===== src/core/clear_exec_regs.svh =====
// register map, field positions, reset values and timing counts
`ifndef CLEAR_EXEC_REGS_SVH
`define CLEAR_EXEC_REGS_SVH

// ----------------------------------------------------------------
// register byte offsets
// ----------------------------------------------------------------
`define CX_OFS_INSTR 12'h000
`define CX_OFS_STATUS 12'h004
`define CX_OFS_ACC 12'h008
`define CX_OFS_COUNT 12'h00C

// ----------------------------------------------------------------
// status field positions
// ----------------------------------------------------------------
`define CX_ST_ZERO 0
`define CX_ST_PD 3
`define CX_ST_TO 4
`define CX_ST_BUSY 8
`define CX_ST_CLASS_LO 12

// ----------------------------------------------------------------
// reset values
// ----------------------------------------------------------------
`define CX_RST_ACC 8'h00
`define CX_RST_ZERO 1'b0
`define CX_RST_TO 1'b1
`define CX_RST_PD 1'b1
`define CX_RST_INSTR 14'h0000

// ----------------------------------------------------------------
// opcode encodings
// ----------------------------------------------------------------
`define CX_PFX_FILE_CLR 7'h03
`define CX_PFX_ACC_CLR 7'h02
`define CX_OPC_WDT_CLR 14'h0064
`define CX_CLEAR_VALUE 8'h00

// ----------------------------------------------------------------
// timing: each internal phase lasts this many pclk cycles
// ----------------------------------------------------------------
`define CX_PHASE_NS 100
`define CX_PCLK_NS 10
`define CX_PHASE_CYC (`CX_PHASE_NS / `CX_PCLK_NS)

`endif


===== src/core/clear_exec_pkg.sv =====
// types shared by the clear-instruction execute logic
package clear_exec_pkg;

    // instruction classes after decode
    typedef enum logic [1:0] {
        OP_OTHER,
        OP_FILE_CLR,
        OP_ACC_CLR,
        OP_WDT_CLR
    } op_class_t;

    // execution sequencer states
    typedef enum logic [1:0] {
        ST_IDLE,
        ST_ARMED,
        ST_RUN
    } exec_state_t;

    // write port toward the file-register memory
    typedef struct packed {
        logic en;
        logic [6:0] addr;
        logic [7:0] data;
    } file_wr_t;

endpackage


===== src/core/clear_phase_gen.sv =====
// four-phase instruction cycle generator
`timescale 1ns/1ps

module clear_phase_gen #(
    parameter int PHASE_CYC = 10
) (
    input wire logic pclk,
    input wire logic presetn,
    output logic [1:0] phase,
    output logic phase_stb
);

    logic [15:0] cnt_ff;
    logic [15:0] nxt_cnt;
    logic [1:0] phase_ff;
    logic [1:0] nxt_phase;
    logic stb_ff;
    logic nxt_stb;

    // --------------------------------------------------------
    // divider: one strobe each time a new phase begins
    // --------------------------------------------------------
    always_comb
    begin
        nxt_cnt = cnt_ff + 16'h0001;
        nxt_phase = phase_ff;
        nxt_stb = 1'b0;
        if (cnt_ff == 16'(PHASE_CYC - 1))
        begin
            nxt_cnt = 16'h0000;
            nxt_phase = phase_ff + 2'h1;
            nxt_stb = 1'b1;
        end
    end

    // register divider state
    always_ff @(posedge pclk or negedge presetn)
    begin
        if (!presetn)
        begin
            cnt_ff <= 16'h0000;
            phase_ff <= 2'h0;
            stb_ff <= 1'b0;
        end
        else
        begin
            cnt_ff <= nxt_cnt;
            phase_ff <= nxt_phase;
            stb_ff <= nxt_stb;
        end
    end

    assign phase = phase_ff;
    assign phase_stb = stb_ff;

endmodule


===== src/core/clear_instruction_execute.sv =====
// decode and execute of the three clear-type instructions, apb slave
`timescale 1ns/1ps
`include "clear_exec_regs.svh"

// Summary of operation
// [RQ1] A register-clear opcode writes zero into the file register named by its seven-bit address field.
// [RQ2] A register-clear sets the zero flag to one and touches no other flag.
// [RQ3] An accumulator-clear loads zero into the accumulator and sets the zero flag, ignoring the low seven bits.
// [RQ4] The fixed watchdog-clear opcode zeroes watchdog counter and prescaler and sets time-out and power-down flags to one.
// [RQ5] Each clear is one word and one instruction cycle, its effect landing in the fourth phase.
module clear_instruction_execute #(
    parameter int PHASE_CYC = `CX_PHASE_CYC
) (
    input wire logic pclk,
    input wire logic presetn,
    input wire logic psel,
    input wire logic penable,
    input wire logic pwrite,
    input wire logic [11:0] paddr,
    input wire logic [31:0] pwdata,
    output logic [31:0] prdata,
    output logic pready,
    output logic pslverr,
    output clear_exec_pkg::file_wr_t file_wr,
    output logic [7:0] accumulator,
    output logic zero_flag,
    output logic timeout_flag_n,
    output logic powerdown_flag_n,
    output logic watchdog_clear
);

    // --------------------------------------------------------
    // decode of an opcode into its class
    // --------------------------------------------------------
    function automatic clear_exec_pkg::op_class_t classify(
        input logic [13:0] op
    );
        classify = clear_exec_pkg::OP_OTHER;
        if (op == `CX_OPC_WDT_CLR)
            classify = clear_exec_pkg::OP_WDT_CLR; // see [RQ4]
        else if (op[13:7] == `CX_PFX_FILE_CLR)
            classify = clear_exec_pkg::OP_FILE_CLR; // see [RQ1]
        else if (op[13:7] == `CX_PFX_ACC_CLR)
            classify = clear_exec_pkg::OP_ACC_CLR; // see [RQ3]
    endfunction

    logic [1:0] phase;
    logic phase_stb;

    // instruction cycle phase source
    clear_phase_gen #(
        .PHASE_CYC(PHASE_CYC)
    ) u_phase (
        .pclk(pclk),
        .presetn(presetn),
        .phase(phase),
        .phase_stb(phase_stb)
    );

    // --------------------------------------------------------
    // apb access decode
    // --------------------------------------------------------
    logic acc_done;
    logic wr_done;
    logic hit_instr;
    logic hit_status;
    logic hit_acc;
    logic hit_count;
    logic mapped;
    logic pready_ff, nxt_pready;

    assign acc_done = psel & penable & pready_ff;
    assign wr_done = acc_done & pwrite;
    assign hit_instr = paddr == `CX_OFS_INSTR;
    assign hit_status = paddr == `CX_OFS_STATUS;
    assign hit_acc = paddr == `CX_OFS_ACC;
    assign hit_count = paddr == `CX_OFS_COUNT;
    assign mapped = hit_instr | hit_status | hit_acc | hit_count;

    // --------------------------------------------------------
    // state
    // --------------------------------------------------------
    clear_exec_pkg::exec_state_t state_ff, nxt_state;
    logic [13:0] instr_ff, nxt_instr;
    logic [7:0] acc_ff, nxt_acc;
    logic zero_ff, nxt_zero;
    logic to_n_ff, nxt_to_n;
    logic pd_n_ff, nxt_pd_n;
    logic wdt_clr_ff, nxt_wdt_clr;
    clear_exec_pkg::file_wr_t fwr_ff, nxt_fwr;
    logic [15:0] count_ff, nxt_count;
    logic pslverr_ff, nxt_pslverr;
    logic [31:0] prdata_ff, nxt_prdata;
    clear_exec_pkg::op_class_t cls;
    logic at_q1;
    logic at_q4;

    assign cls = classify(instr_ff);
    // phase counter has just wrapped into phase 0 or reached phase 3
    assign at_q1 = phase_stb & (phase == 2'h0);
    assign at_q4 = phase_stb & (phase == 2'h3);

    // --------------------------------------------------------
    // sequencer and execution effects
    // --------------------------------------------------------
    always_comb
    begin
        nxt_state = state_ff;
        nxt_instr = instr_ff;
        nxt_acc = acc_ff;
        nxt_zero = zero_ff;
        nxt_to_n = to_n_ff;
        nxt_pd_n = pd_n_ff;
        nxt_wdt_clr = 1'b0;
        nxt_fwr = '0;
        nxt_count = count_ff;
        // software writes first, hardware effects below override them
        if (wr_done && hit_acc)
            nxt_acc = pwdata[7:0];
        if (wr_done && hit_status)
        begin
            nxt_zero = pwdata[`CX_ST_ZERO];
            nxt_to_n = pwdata[`CX_ST_TO];
            nxt_pd_n = pwdata[`CX_ST_PD];
        end
        case (state_ff)
            clear_exec_pkg::ST_IDLE:
            begin
                // a new opcode is only taken while idle
                if (wr_done && hit_instr)
                begin
                    nxt_instr = pwdata[13:0];
                    nxt_state = clear_exec_pkg::ST_ARMED;
                end
            end
            clear_exec_pkg::ST_ARMED:
            begin
                // wait for the start of an instruction cycle
                if (at_q1)
                    nxt_state = clear_exec_pkg::ST_RUN; // see [RQ5]
            end
            clear_exec_pkg::ST_RUN:
            begin
                if (at_q4) // see [RQ5]
                begin
                    nxt_state = clear_exec_pkg::ST_IDLE;
                    nxt_count = count_ff + 16'h0001;
                    case (cls)
                        clear_exec_pkg::OP_FILE_CLR:
                        begin
                            nxt_fwr.en = 1'b1; // see [RQ1]
                            nxt_fwr.addr = instr_ff[6:0]; // see [RQ1]
                            nxt_fwr.data = `CX_CLEAR_VALUE; // see [RQ1]
                            nxt_zero = 1'b1; // see [RQ2]
                        end
                        clear_exec_pkg::OP_ACC_CLR:
                        begin
                            nxt_acc = `CX_CLEAR_VALUE; // see [RQ3]
                            nxt_zero = 1'b1; // see [RQ3]
                        end
                        clear_exec_pkg::OP_WDT_CLR:
                        begin
                            nxt_wdt_clr = 1'b1; // see [RQ4]
                            nxt_to_n = 1'b1; // see [RQ4]
                            nxt_pd_n = 1'b1; // see [RQ4]
                        end
                        default:
                        begin
                            nxt_zero = nxt_zero; // other opcodes: no effect
                        end
                    endcase
                end
            end
            default:
            begin
                nxt_state = clear_exec_pkg::ST_IDLE;
            end
        endcase
    end

    // register sequencer and execution state
    always_ff @(posedge pclk or negedge presetn)
    begin
        if (!presetn)
        begin
            state_ff <= clear_exec_pkg::ST_IDLE;
            instr_ff <= `CX_RST_INSTR;
            acc_ff <= `CX_RST_ACC;
            zero_ff <= `CX_RST_ZERO;
            to_n_ff <= `CX_RST_TO;
            pd_n_ff <= `CX_RST_PD;
            wdt_clr_ff <= 1'b0;
            fwr_ff <= '0;
            count_ff <= 16'h0000;
        end
        else
        begin
            state_ff <= nxt_state;
            instr_ff <= nxt_instr;
            acc_ff <= nxt_acc;
            zero_ff <= nxt_zero;
            to_n_ff <= nxt_to_n;
            pd_n_ff <= nxt_pd_n;
            wdt_clr_ff <= nxt_wdt_clr;
            fwr_ff <= nxt_fwr;
            count_ff <= nxt_count;
        end
    end

    // --------------------------------------------------------
    // apb answer: one wait state, read data and error
    // --------------------------------------------------------
    always_comb
    begin
        nxt_pready = psel & penable & ~pready_ff;
        nxt_pslverr = psel & penable & ~pready_ff & ~mapped;
        nxt_prdata = 32'h00000000;
        if (psel && penable && !pready_ff && !pwrite)
        begin
            if (hit_instr)
                nxt_prdata[13:0] = instr_ff;
            if (hit_status)
            begin
                nxt_prdata[`CX_ST_ZERO] = zero_ff;
                nxt_prdata[`CX_ST_PD] = pd_n_ff;
                nxt_prdata[`CX_ST_TO] = to_n_ff;
                nxt_prdata[`CX_ST_BUSY] =
                    state_ff != clear_exec_pkg::ST_IDLE;
                nxt_prdata[`CX_ST_CLASS_LO +: 2] = cls;
            end
            if (hit_acc)
                nxt_prdata[7:0] = acc_ff;
            if (hit_count)
                nxt_prdata[15:0] = count_ff;
        end
    end

    // register bus answer
    always_ff @(posedge pclk or negedge presetn)
    begin
        if (!presetn)
        begin
            pready_ff <= 1'b0;
            pslverr_ff <= 1'b0;
            prdata_ff <= 32'h00000000;
        end
        else
        begin
            pready_ff <= nxt_pready;
            pslverr_ff <= nxt_pslverr;
            prdata_ff <= nxt_prdata;
        end
    end

    // --------------------------------------------------------
    // outputs, all straight from flip-flops
    // --------------------------------------------------------
    assign prdata = prdata_ff;
    assign pready = pready_ff;
    assign pslverr = pslverr_ff;
    assign file_wr = fwr_ff;
    assign accumulator = acc_ff;
    assign zero_flag = zero_ff;
    assign timeout_flag_n = to_n_ff;
    assign powerdown_flag_n = pd_n_ff;
    assign watchdog_clear = wdt_clr_ff;

endmodule


===== config.mk =====
export PLATFORM = sky130hd
export DESIGN_NAME = clear_instruction_execute
export DESIGN_NICKNAME = d
export VERILOG_FILES = /design/src/core/clear_exec_pkg.sv /design/src/core/clear_phase_gen.sv /design/src/core/clear_instruction_execute.sv
export VERILOG_INCLUDE_DIRS = /design/src /design/src/core
export SDC_FILE = /design/constraint.sdc
export NUM_CORES = 1
export LEC_CHECK = 0
export ABC_CLOCK_PERIOD_IN_PS = 1840
export BUFFER_PORTS_ARGS = -buffer_cell sky130_fd_sc_hd__buf_4
export CAP_MARGIN = 20
export CORE_MARGIN = 1.5
export CORE_UTILIZATION = 49
export CTS_BUF_LIST = sky130_fd_sc_hd__clkbuf_8
export CTS_CLUSTER_DIAMETER = 100
export DETAILED_ROUTE_END_ITERATION = 8
export GPL_TIMING_DRIVEN = 0
export PLACE_DENSITY = 0.86
export SKIP_LAST_GASP = 1
export SLEW_MARGIN = 20
export SYNTH_ARGS = -nofsm -noshare
export SYNTH_HDL_FRONTEND = slang
export SYNTH_SLANG_ARGS = --single-unit

===== constraint.sdc =====
create_clock -name pclk -period 1.84 [get_ports pclk]
set_input_delay 0.184 -clock pclk [delete_from_list [all_inputs] [get_ports pclk]]
set_output_delay 0.184 -clock pclk [all_outputs]
set_load 0.05 [all_outputs]

======== Yosys cells after proc, flatten, opt, wreduce, memory -nomap -nowiden ========
Cells that the tools add are included.
storage, ports and cells
  register bits ........................... 97
  latch bits .............................. 0
  bits in writable memories ............... 0
  ROM bits ................................ 0
  output and inout port bits .............. 62
  memories ................................ 0
operators by class
  $add $sub $neg .......................... 3
  multipliers ............................. 0
  div/mod/pow operators ................... 0
  order comparisons ....................... 0
  eq/ne operators ......................... 16
  shift operators ......................... 0
  muxes and demuxes ....................... 39
  bitwise gates (word level) .............. 12
  reductions and logical operators ........ 16
operator list
  operator                 number
  $mux W16                 6
  $mux W8                  5
  $add A16 B1 Y16 const B  2
  $eq A12 B4 Y1 const B    2
  $mux W1                  18
  $eq A16 B4 Y1 const B    1
  $mux W2                  8
  $eq A14 B7 Y1 const B    1
  $eq A7 B2 Y1 const B     2
  $mux W14                 1
  $eq A12 B3 Y1 const B    1
  $logic_not A12 Y1        1
  $eq A2 B2 Y1 const B     4
  $and A1 B1 Y1            7
  $logic_and A1 B1 Y1      6
  $ne A2 B2 Y1 const B     3
  $pmux W2 S3              1
  $eq A2 B1 Y1 const B     2
  $logic_not A2 Y1         2
  $reduce_and A2 Y1        2
  $or A1 B1 Y1             3
  $reduce_and A3 Y1        1
  $add A2 B1 Y2 const B    1
  $logic_not A1 Y1         2
  other kinds (3)          4

======== Longest topological paths before layout ========
Gate-level depths: netlist of the first run.
  depth in word-level cells ............... 9
  gate-level depth with buffers ........... 7
  mapped depth without buffers ............ 6

======== Modules after synthesis ========
A second synthesis of the first run with hierarchy kept.
unflattened totals
  cell total of the unflattened synthesis .. 383
  area, all modules ....................... 4216.5 sq um
modules (own cells, without submodules)
  module                     times used  cells each  area each (sq um)
  clear_instruction_execute  1           312         3368.2
  clear_phase_gen            1           71          848.3

======== Worst setup path after synthesis of the first run ========
OpenSTA, ideal clock, no wires.
  path kind ............................... reg2reg
  start point ............................. register instr_ff[9]
  end point ............................... register acc_ff[0] (netlist: accumulator[0])
  setup time .............................. 0.128 ns
  arrival ................................. 1.886 ns
  data required time ...................... 1.712 ns
  path slack .............................. -0.174 ns
  cell stages (with the launch flop) ...... 8
  buffers on the path ..................... 1
  clock period less this slack ............ 2.014 ns
  cells stage by stage .................... dfrtp_1 > or4_4 > or2_4 > o21ba_2 > ha_1 > and2_1 > buf_1 > nor2_1
between the ends
  cells in the longest elaborated chain, start to end .. 8
  elaborated cells on any way between the ends .. 10
RTL lines
  item                           RTL line                          source
  start: declaration             clear_instruction_execute.sv:84   logic [13:0] instr_ff, nxt_instr;
  start signal: assignment       clear_instruction_execute.sv:187  instr_ff <= `CX_RST_INSTR;
  start signal: assignment       clear_instruction_execute.sv:199  instr_ff <= nxt_instr;
  $eq A7 B2 Y1 (no source line)  -
  $mux W2                        clear_instruction_execute.sv:43   else if (op[13:7] == `CX_PFX_ACC_CLR)
  $mux W2                        clear_instruction_execute.sv:41   else if (op[13:7] == `CX_PFX_FILE_CLR)
  $mux W2 *                      clear_instruction_execute.sv:39   if (op == `CX_OPC_WDT_CLR)
  $eq A2 B2 Y1 *                 clear_instruction_execute.sv:148  case (cls)
  $mux W8 *                      clear_instruction_execute.sv:148
  $mux W8 *                      clear_instruction_execute.sv:144  if (at_q4)
  $mux W8 *                      clear_instruction_execute.sv:126  case (state_ff)
  via nxt_acc[0]                 clear_instruction_execute.sv:85   logic [7:0] acc_ff, nxt_acc;
  end signal: assignment         clear_instruction_execute.sv:188  acc_ff <= `CX_RST_ACC;
  end signal: assignment         clear_instruction_execute.sv:200  acc_ff <= nxt_acc;
  end: declaration               clear_instruction_execute.sv:85
The timed path passes the listed nets; every way through them passes the cells marked *.
A chain may end at the register's enable or synchronous reset.

======== Worst setup path in the final report of the first run ========
  start point ............................. register instr_ff[9]
  end point ............................... register acc_ff[5] (netlist: accumulator[5])
Same word-level chain as after synthesis.

==> results of run 1 <==
routing by layer:
metal / vias up / track usage / wire [um]
met5: - / 0 / 0
met4: 0 / 0.0797 / 210
met3: 21 / 0.0442 / 535
met2: 104 / 0.339 / 4400
met1: 1473 / 0.256 / 3670
li1: 1406 / - / -
worst paths after layout:
check | slack (ns) | endpoint | startpoint
worst max-delay path | -0.06 | accumulator[5] | instr_ff[9]
worst min-delay path | 0.06 | instr_ff[12] | pwdata[12]
worst max register to register | -0.06 | accumulator[5] | instr_ff[9]
worst min register to register | 0.47 | count_ff[15] | count_ff[15]
max in group asynchronous | 0.83 | pslverr | presetn
min in group asynchronous | 0.43 | file_wr[12] | presetn
report_power, final:
part	internal, mW	switching [mW]
combinational	0.103	0.216
sequential	1.96	0.00140
clock	0.667	0.685
metrics by stage:
step | cells | hold WS (ns) | setup slack [ns] | area [um2]
global placement | 549 | 0.415 | -0.256 | 4970
detailed placement | 549 | 0.417 | -0.218 | 4970
CTS | 568 | 0.0452 | -0.0593 | 5230
global route | 569 | 0.0457 | -0.117 | 5260
floorplan | 377 | -0.112 | -0.0522 | 4340
finish | 569 | 0.0571 | -0.0562 | 5260
layout make-up:
type                            instances  area [um2]
Tap cell                              105         131
Sequential cell                        89        2230
Inverter                                7        26.3
Fill cell                             643        3040
Timing Repair Buffer                   73         558
Clock inverter                          6        65.1
Buffer                                 31         239
Multi-Input combinational cell        248        1880
Clock buffer                           10         138
cell families (layout without fill, tap and decap cells):
group / count (synthesis) / in the layout / share of synthesized area
compound gates: 23 / 23 / 0.0391
xor+xnor: 28 / 28 / 0.0580
fa+ha+maj: 6 / 6 / 0.0178
buf+inv: 40 / 127 / 0.0646
flops: 89 / 89 / 0.528
mux: 29 / 29 / 0.0900
other cells: 1 / 24 / 0.000888
simple gates: 138 / 138 / 0.202
placed cells by master (no fill, tap or decap), types with 2 or more instances in the layout:
| master | Yosys | layout |
|---|---|---|
| mux4_2 | 3 | 3 |
| and2_1 | 12 | 11 |
| mux2_4 | 9 | 9 |
| nand2b_1 | 2 | 2 |
| nand3_1 | 11 | 11 |
| nand4_1 | 8 | 8 |
| clkbuf_8 | 0 | 10 |
| dfstp_2 | 2 | 2 |
| xnor2_1 | 21 | 21 |
| nor2_2 | 0 | 2 |
| nand2_1 | 24 | 22 |
| nand2_2 | 0 | 2 |
| conb_1 | 1 | 24 |
| and3_1 | 5 | 5 |
| nand3b_1 | 2 | 2 |
| nor3_2 | 5 | 7 |
| o22ai_1 | 5 | 5 |
| o21ai_0 | 3 | 3 |
| nor2_1 | 28 | 26 |
| nor4_4 | 2 | 2 |
| a31oi_1 | 2 | 2 |
| mux2_2 | 6 | 6 |
| mux2i_1 | 11 | 11 |
| a21o_1 | 3 | 3 |
| nor4_1 | 2 | 2 |
| inv_1 | 7 | 6 |
| xor2_1 | 7 | 7 |
| a22oi_1 | 3 | 3 |
| and4_1 | 5 | 5 |
| nor3_1 | 8 | 6 |
| clkinv_2 | 0 | 2 |
| buf_4 | 24 | 94 |
| buf_6 | 2 | 4 |
| nor4b_1 | 4 | 4 |
| nor2b_1 | 6 | 6 |
| dfrtp_1 | 87 | 87 |
| clkbuf_1 | 4 | 3 |
| ha_1 | 6 | 5 |
| a211oi_2 | 1 | 2 |
flip-flops by register name, indices dropped and copies added (netlist names):
signal / count
accumulator: 8
count_ff: 16
file_wr: 8
instr_ff: 14
powerdown_flag_n: 1
prdata: 16
pready: 1
pslverr: 1
state_ff: 2
timeout_flag_n: 1
u_phase.cnt_ff: 16
u_phase.phase: 2
u_phase.phase_stb: 1
watchdog_clear: 1
zero_flag: 1
what timing repair did:
action | in CTS | in global routing
resized for setup | 8 | 4
setup buffers | 5 | 0
pin swaps | 4 | 5
setup endpoints to repair | 23 | 30
endpoints found under the hold margin | 0 | 87
hold buffers | 0 | 1
==> out/qor.txt, run 1 <==
outcome = finished, violations left
failing checks = setup timing
number of global-route vias before repair = 2869
slew at the pin with the worst max-slew slack = 0.783 ns
row count = 33
IO Count = 111
vias post-DR = 3004
core area = 8300 um2
worst rel slew slack = 0.478
most frequent cell after synthesis = dfrtp_1
Port-buffer cells = 67
Slowest-stage cell, CP = or4_4
synthesized instance count = 354
share of layout cells above drive strength 1 = 0.356
TNS Setup = -0.422 ns
Buffers & Inverters on Critical Path = 0
DP HPWL = 6.42 mm
Num CTS Buffers = 9
critical path arrival = 2.14 ns
Post-synth EDFFs = 0
library cells used by synthesis = 57
Worst EP required = 2.08 ns
power density cells = 690 nW/um2
area growth from synthesis to layout = 24.5%
height of the die = 95.9 um
Clock Latency Late Sink = 0.36 ns
share of the synthesized area in the top cell type = 0.515
Antenna Cells = 0
DR WL/cell = 15.5 um
clk root buf = clkbuf_8
CTS tree = built
FF+latch count, synth = 89
clk slew on worst S/H paths = 0.08 ns
CTS H-Tree Depth = 3
GPL Wtd Cong = 0.841
peak supply drop = 0.456 mV
CP Launch Type = register
Yosys Warn Count = 0
global-route wire length before repair = 14.0 mm
sequential area share after synthesis = 0.528
list of most frequent post-synthesis cells = 87 x dfrtp_1, 28 x nor2_1, 24 x buf_4, 24 x nand2_1, 21 x xnor2_1
worst reg-to-reg path cell count = 6
area leader, netlist = dfrtp_1
HP Class = input pin to register
Initial Util = 0.509
max-slew violations = 0
final worst slack = -0.0562 ns
number of max-cap violations = 0
Achievable Freq = 527 MHz
critical path type = register to register
period utilization = 1.03
Area contributors post-synth = dfrtp_1 52%, xnor2_1 4.4%, buf_4 4.3%
Worst setup EP type = register
total power = 3.63 mW
critical path, cell by cell = or4_4 -> or2_4 -> o21ba_4 -> ha_4 -> and2_4 -> nor2_1
final hold vios = 0
WL final = 8.81 mm
Residual DRC = 0
nets@finish = 514
Syn Std Cell Area = 4230 um2
Finish-stage setup viols = 10
Synth async-reset ratio = 1.00
clk sink count = 89
Fin Clk Skew = 0.0173 ns
Die W = 95.9 um
worst-path maximum fanout = 8
Total Routing Usage GR = 0.203
pin count of the biggest net entering global routing = 90
leak pwr = 2.66 nW
die area = 9190 um2
unrepaired setup endpoints after global routing = yes
Core Util, Final = 0.634
syn avg cell area = 11.9 um2
DR vias/cell = 5.28
worst hold path stage count = 2
total global routing overflow = 0
CP Depth = 6
initial antenna violation count = 0
Main synth FF type = dfrtp_1
CTS Buffer Depth = 2
delay-heaviest family, CP = simple AND/OR/NAND/NOR gates
Max stage delay on crit path = 0.54 ns
Final ANT Viol Nets = 0
router iterations before antenna repair = 4
minimum clock period = 1.90 ns
detailed router's first-iteration violation count = 107
Power figures use the tool's default switching activity.
==> run 2, diff against run 1 <==
ABC_AREA = 1   (was default)
CORE_UTILIZATION = 50   (was 49)
PLACE_DENSITY = 0.87   (was 0.86)
==> out/qor.txt, run 2 <==
period utilization = 0.910 (-0.121)
critical path type = register to register
Post-synth EDFFs = 0 (unchanged)
Met3 Routed Length = 768 um (+44%)
IO Count = 111 (unchanged)
Buffers & Inverters on Critical Path = 2 (+2)
Die W = 97.4 um (+1.6%)
commonest non-fill, non-tap cell in the layout = nand2_1
list of most frequent post-synthesis cells = 109 x nand2_1, 87 x dfrtp_1, 87 x inv_1
Max stage delay on crit path = 0.35 ns (-0.19 ns)
synthesized instance count = 545 (+54%)
max-slew violations = 0 (unchanged)
detailed router's first-iteration violation count = 272 (+150%)
area leader, netlist = dfrtp_1
CTS tree = built
worst rel slew slack = 0.478 (about the same)
Num CTS Buffers = 9 (unchanged)
library cells used by synthesis = 33 (-42%)
router iterations before antenna repair = 5 (+1)
sequential area share after synthesis = 0.501 (-0.0268)
TNS Setup = 0 ns (+0.422 ns)
clk sink count = 89 (unchanged)
Antenna Cells = 0 (unchanged)
WL met1 = 4.19 mm (+14%)
routed wl met2 = 5.02 mm (+14%)
critical path arrival = 1.92 ns (-0.22 ns)
fin cells = 761 (+34%)
final hold vios = 0 (unchanged)
minimum clock period = 1.67 ns (-0.222 ns)
nets@finish = 703 (+37%)
DP HPWL = 7.66 mm (+19%)
most frequent cells in the layout = 108 x nand2_1, 92 x buf_4, 87 x inv_1, 87 x dfrtp_1, 69 x nor2_1
Fin Clk Skew = 0.0124 ns (-0.00491 ns)
height of the die = 97.4 um (+1.6%)
delay-heaviest family, CP = simple AND/OR/NAND/NOR gates
CP Launch Type = register
Max Used Layer = met4
outcome = finished, final reports clean
worst hold path stage count = 3 (+1)
DR vias/cell = 5.05 (-4.4%)
Synth async-reset ratio = 1.00 (unchanged)
number of max-cap violations = 0 (unchanged)
most frequent cell after synthesis = nand2_1
DR WL/cell = 13.5 um (-13%)
Main synth FF type = dfrtp_1
core area = 8680 um2 (+4.6%)
Achievable Freq = 597 MHz (+13%)
Total Routing Usage GR = 0.230 (+0.0275)
Final ANT Viol Nets = 0 (unchanged)
row count = 34 (+3.0%)
Syn Std Cell Area = 4450 um2 (+5.4%)
clk slew on worst S/H paths = 0.09 ns (about the same)
critical path, cell by cell = ha_1 -> nand2_1 -> inv_1 -> nand2_4 -> nor2_1 -> nand2_1 -> nor2_2 -> xor2_1 -> inv_1
Core Util, Final = 0.633 (-0.000884)
number of global-route vias before repair = 3792 (+32%)
vias post-DR = 3841 (+28%)
initial antenna violation count = 0 (unchanged)
Residual DRC = 0 (unchanged)
worst-path maximum fanout = 9 (+1)
peak supply drop = 0.447 mV (-2.0%)
FF+latch count, synth = 89 (unchanged)
unrepaired setup endpoints after global routing = no
Inst Count DP = 744 (+36%)
total global routing overflow = 0 (unchanged)
die area = 9480 um2 (+3.2%)
HP Class = input pin to register
syn avg cell area = 8.17 um2 (-32%)
pin count of the biggest net entering global routing = 90 (unchanged)
global-route wire length before repair = 17.6 mm (+26%)
Worst EP required = 2.09 ns (about the same)
Initial Util = 0.513 (+0.00385)
Port-buffer cells = 68 (+1.5%)
Clock Latency Late Sink = 0.36 ns (about the same)
CTS H-Tree Depth = 3 (unchanged)
Yosys Warn Count = 0 (unchanged)
Slowest-stage cell, CP = dfrtp_1
CTS Buffer Depth = 2 (unchanged)
WL final = 10.3 mm (+16%)
area growth from synthesis to layout = 23.4%
Worst setup EP type = register
leak pwr = 3.08 nW (+16%)
worst reg-to-reg path cell count = 9 (+3)
slew at the pin with the worst max-slew slack = 0.783 ns (+0.000600 ns)
clk root buf = clkbuf_8
Area contributors post-synth = dfrtp_1 49%, nand2_1 9.2%, inv_1 7.3%
GPL Wtd Cong = 0.909 (+8.1%)
share of layout cells above drive strength 1 = 0.208 (-0.147)
Finish-stage setup viols = 0 (-10)
reg2reg setup slack = 0.17 ns (+0.22 ns)
power density cells = 733 nW/um2 (+6.3%)
share of the synthesized area in the top cell type = 0.489 (-0.0262)
CP Depth = 9 (+3)
-- run 2: cell count changes in the layout (fill, tap and decap cells not counted), moves of 14 or more --
cell | previous run | this run
nor2_1 | 26 | 69
nand3_1 | 11 | 25
o21ai_0 | 3 | 42
xnor2_1 | 21 | 3
inv_1 | 6 | 87
nand2_1 | 22 | 108
-- run 2: tightest hold or removal path, stage by stage --
cell and delay [ns]:
buf_4 0.08, nand2_1 0.05, o21ai_2 0.05
-- run 2: report_power, final --
group	total, mW	switching (mW)	internal [mW]
Clock	1.77	0.717	1.06
Combinational	0.293	0.203	0.0905
Sequential	1.96	0.00158	1.96
-- run 2: logic make-up after synthesis --
logic type / share of synthesized area
buffers and inverters: 0.125
adders and majority gates: 0.0169
and+or+nand+nor: 0.233
DFF: 0.501
AOI/OAI and AO/OA: 0.0922
other: 0.000842
xor gates and xnor gates: 0.0315
-- run 2: path summary, 6_finish.rpt --
check,from,endpoint
min in group asynchronous,presetn,count_ff[2]
max in group asynchronous,presetn,pready
hold / removal,pwdata[11],instr_ff[11]
hold reg to reg,u_phase.cnt_ff[15],u_phase.cnt_ff[15]
setup reg to reg,u_phase.phase[1],count_ff[9]
setup / recovery,u_phase.phase[1],count_ff[9]
-- run 2: per-stage QoR --
stage / hold WS (ns) / setup slack, ns / total power [mW] / area, um2
CTS: 0.0233 / 0.0377 / 4.05 / 5460
floorplan: -0.112 / 0.0748 / 2.18 / 4540
global route: 0.0228 / 0.00917 / 4.18 / 5500
finish: 0.0290 / 0.166 / 4.03 / 5500
detailed placement: 0.401 / -0.00444 / 2.29 / 5180
global placement: 0.399 / 0.0557 / 2.29 / 5180
-- run 2: cell type report --
class / count / area (um2)
clock buffers: 9 / 124
well taps: 108 / 135
clock inverters: 7 / 149
multi-input cells: 359 / 1770
inverters: 88 / 332
plain buffers: 31 / 221
fillers: 723 / 3180
flip-flops and latches: 89 / 2230
repair buffers: 70 / 532
-- run 2: what timing repair did --
action / in CTS / in global routing
pin swaps: 0 / 1
endpoints found under the setup margin: 6 / 19
endpoints found under the hold margin: 0 / 87
resized for setup: 1 / 6
buffers inserted: 0 / 1
hold buffers: 0 / 1
-- run 2: routing by layer --
layer  vias to the layer above  global-route usage
li1                       1864                   -
met1                      1798               0.297
met2                       151               0.371
met3                        28              0.0568
met4                         0              0.0978
met5                         -                   0
==> run 3, diff against run 2 <==
BUFFER_PORTS_ARGS = default   (was -buffer_cell sky130_fd_sc_hd__buf_4)
CORE_UTILIZATION = 60   (was 50)
DONT_BUFFER_PORTS = 1   (was default)
GPL_TIMING_DRIVEN = default   (was 0)
HOLD_SLACK_MARGIN = 0.03   (was default)
==> out/qor.txt, run 3 (synthesized netlist as in run 2, its figures left out) <==
outcome = finished, violations left
failing checks = hold timing
clk slew on worst S/H paths = 0.09 ns (about the same)
Post-CTS Setup Bufs = 0 (unchanged)
nets@finish = 629 (-11%)
GPL Wtd Cong = 0.919 (+1.0%)
row count = 31 (-8.8%)
Clock Latency Late Sink = 0.36 ns (about the same)
number of global-route vias before repair = 3539 (-6.7%)
share of layout cells above drive strength 1 = 0.0881 (-0.120)
DR WL/cell = 14.3 um (+6.2%)
Final ANT Viol Nets = 0 (unchanged)
CTS Buffer Depth = 2 (unchanged)
router iterations before antenna repair = 7 (+2)
Finish-stage setup viols = 0 (unchanged)
commonest non-fill, non-tap cell in the layout = nand2_1
Initial Util = 0.617 (+0.104)
Fin Clk Skew = 0.0125 ns (+0.0000936 ns)
total global routing overflow = 0 (unchanged)
Antenna Cells = 0 (unchanged)
fin cells = 678 (-11%)
reg2reg setup slack = 0.15 ns (about the same)
worst rel slew slack = 0.639 (+0.162)
height of the die = 89.1 um (-8.4%)
clk sink count = 89 (unchanged)
peak supply drop = 0.441 mV (-1.4%)
Port-buffer cells = 0 (-100%)
Inst Count DP = 648 (-13%)
clk root buf = clkbuf_8
Worst Hold Slack = -0.491 ns (-0.520 ns)
Num CTS Buffers = 9 (unchanged)
DR vias/cell = 5.32 (+5.5%)
total power = 3.78 mW (-6.1%)
vias post-DR = 3609 (-6.0%)
Die W = 89.1 um (-8.4%)
initial antenna violation count = 0 (unchanged)
final non-filler cell area = 4940 um2 (-10%)
detailed router's first-iteration violation count = 254 (-6.6%)
pin count of the biggest net entering global routing = 90 (unchanged)
number of max-cap violations = 0 (unchanged)
critical path type = register to register
Hold Buf Count CTS = 14 (+14)
critical path, cell by cell = nor2_1 -> nand2_1 -> nor2_1 -> nand2_1 -> nand2_1 -> inv_1 -> ha_1 -> nand2_2 -> o21ai_0 -> nor2_1
minimum clock period = 1.69 ns (+0.0149 ns)
critical path arrival = 1.98 ns (+0.06 ns)
DP HPWL = 6.84 mm (-11%)
final hold vios = 89 (+89)
most frequent cells in the layout = 108 x nand2_1, 87 x inv_1, 87 x dfrtp_1, 72 x nor2_1, 42 x o21ai_0
die area = 7950 um2 (-16%)
Residual DRC = 0 (unchanged)
CTS H-Tree Depth = 3 (unchanged)
delay-heaviest family, CP = simple AND/OR/NAND/NOR gates
Achievable Freq = 592 MHz (-0.88%)
Buffers & Inverters on Critical Path = 1 (-1)
Total Routing Usage GR = 0.267 (+0.0368)
HP Class = input pin to async pin
Slowest-stage cell, CP = dfrtp_1
CP Launch Type = register
area of placed instances = 4530 um2 (-13%)
worst-path maximum fanout = 8 (-1)
core area = 7210 um2 (-17%)
area growth from synthesis to layout = 10.9%
Filler cells = 571 (-21%)
power density cells = 766 nW/um2 (+4.5%)
WL final = 9.70 mm (-5.4%)
reg2reg end = accumulator[2]
Max stage delay on crit path = 0.41 ns (+0.06 ns)
global-route wire length before repair = 15.9 mm (-9.2%)
leak pwr = 2.65 nW (-14%)
worst reg-to-reg path cell count = 10 (+1)
Worst EP required = 2.13 ns (+0.04 ns)
worst flop-to-flop path startpoint = instr_ff[9]
slew at the pin with the worst max-slew slack = 0.541 ns (-0.242 ns)
Worst setup EP type = register
max-slew violations = 0 (unchanged)
IO Count = 111 (unchanged)
period utilization = 0.918 (+0.00808)
CTS tree = built
-- run 3: stage by stage --
step / TNS (ns) / setup slack, ns / util
final: 0 / 0.151 / 0.685
after global routing: -0.000101 / -0.000101 / 0.685
after CTS: 0 / 0.0990 / 0.683
after detailed placement: 0 / 0.136 / 0.629
after global placement: 0 / 0.203 / 0.629
after floorplan: 0 / 0.0748 / -
-- run 3: routing by layer --
layer  global-route usage  vias to the layer above  wire length (um)
met1                0.317                     1667              3880
met5                    0                        -                 0
met4                0.158                        0               379
li1                     -                     1710                 -
met2                0.428                      190              4660
met3               0.0831                       42               781
-- run 3: how the worst max path moves through the flow --
stage	from	to	slack [ns]	cells after the start
2_1_floorplan	pready	accumulator[4]	0.07	6
6_report	instr_ff[9]	accumulator[2]	0.15	10
5_1_grt	instr_ff[9]	accumulator[2]	-0.0001	10
4_1_cts	instr_ff[13]	accumulator[4]	0.1	10
3_3_place_gp	instr_ff[13]	accumulator[5]	0.20	10
3_5_place_dp	instr_ff[13]	accumulator[4]	0.14	10
-- run 3: layout make-up --
type / count / area (um2) / share of cell area
Tap cell: 99 / 124 / 0.0251
Timing Repair Buffer: 27 / 238 / 0.0481
Inverter: 88 / 330 / 0.0669
Multi-Input combinational cell: 359 / 1770 / 0.357
Clock buffer: 10 / 138 / 0.0279
Sequential cell: 89 / 2230 / 0.451
Clock inverter: 6 / 114 / 0.0231
-- run 3: worst reg2reg max path, stage by stage, from the launching register on --
cell,delay (ns)
dfrtp_1,0.41
nor2_1,0.18
nand2_1,0.08
nor2_1,0.09
nand2_1,0.09
nand2_1,0.09
inv_1,0.05
ha_1,0.19
nand2_2,0.14
o21ai_0,0.15
nor2_1,0.16
-- run 3: power by group --
group / leakage, nW / total (mW) / internal (mW) / switching, mW
logic: 1.38 / 0.183 / 0.0335 / 0.149
registers: 1.15 / 1.96 / 1.96 / 0.00643
clock network: 0.119 / 1.64 / 0.943 / 0.693
-- run 3: timing repair --
| item | in CTS | in global routing |
|---|---|---|
| endpoints found under the hold margin | 111 | 89 |
| setup endpoints to repair | 0 | 8 |
| resized for setup | 0 | 3 |
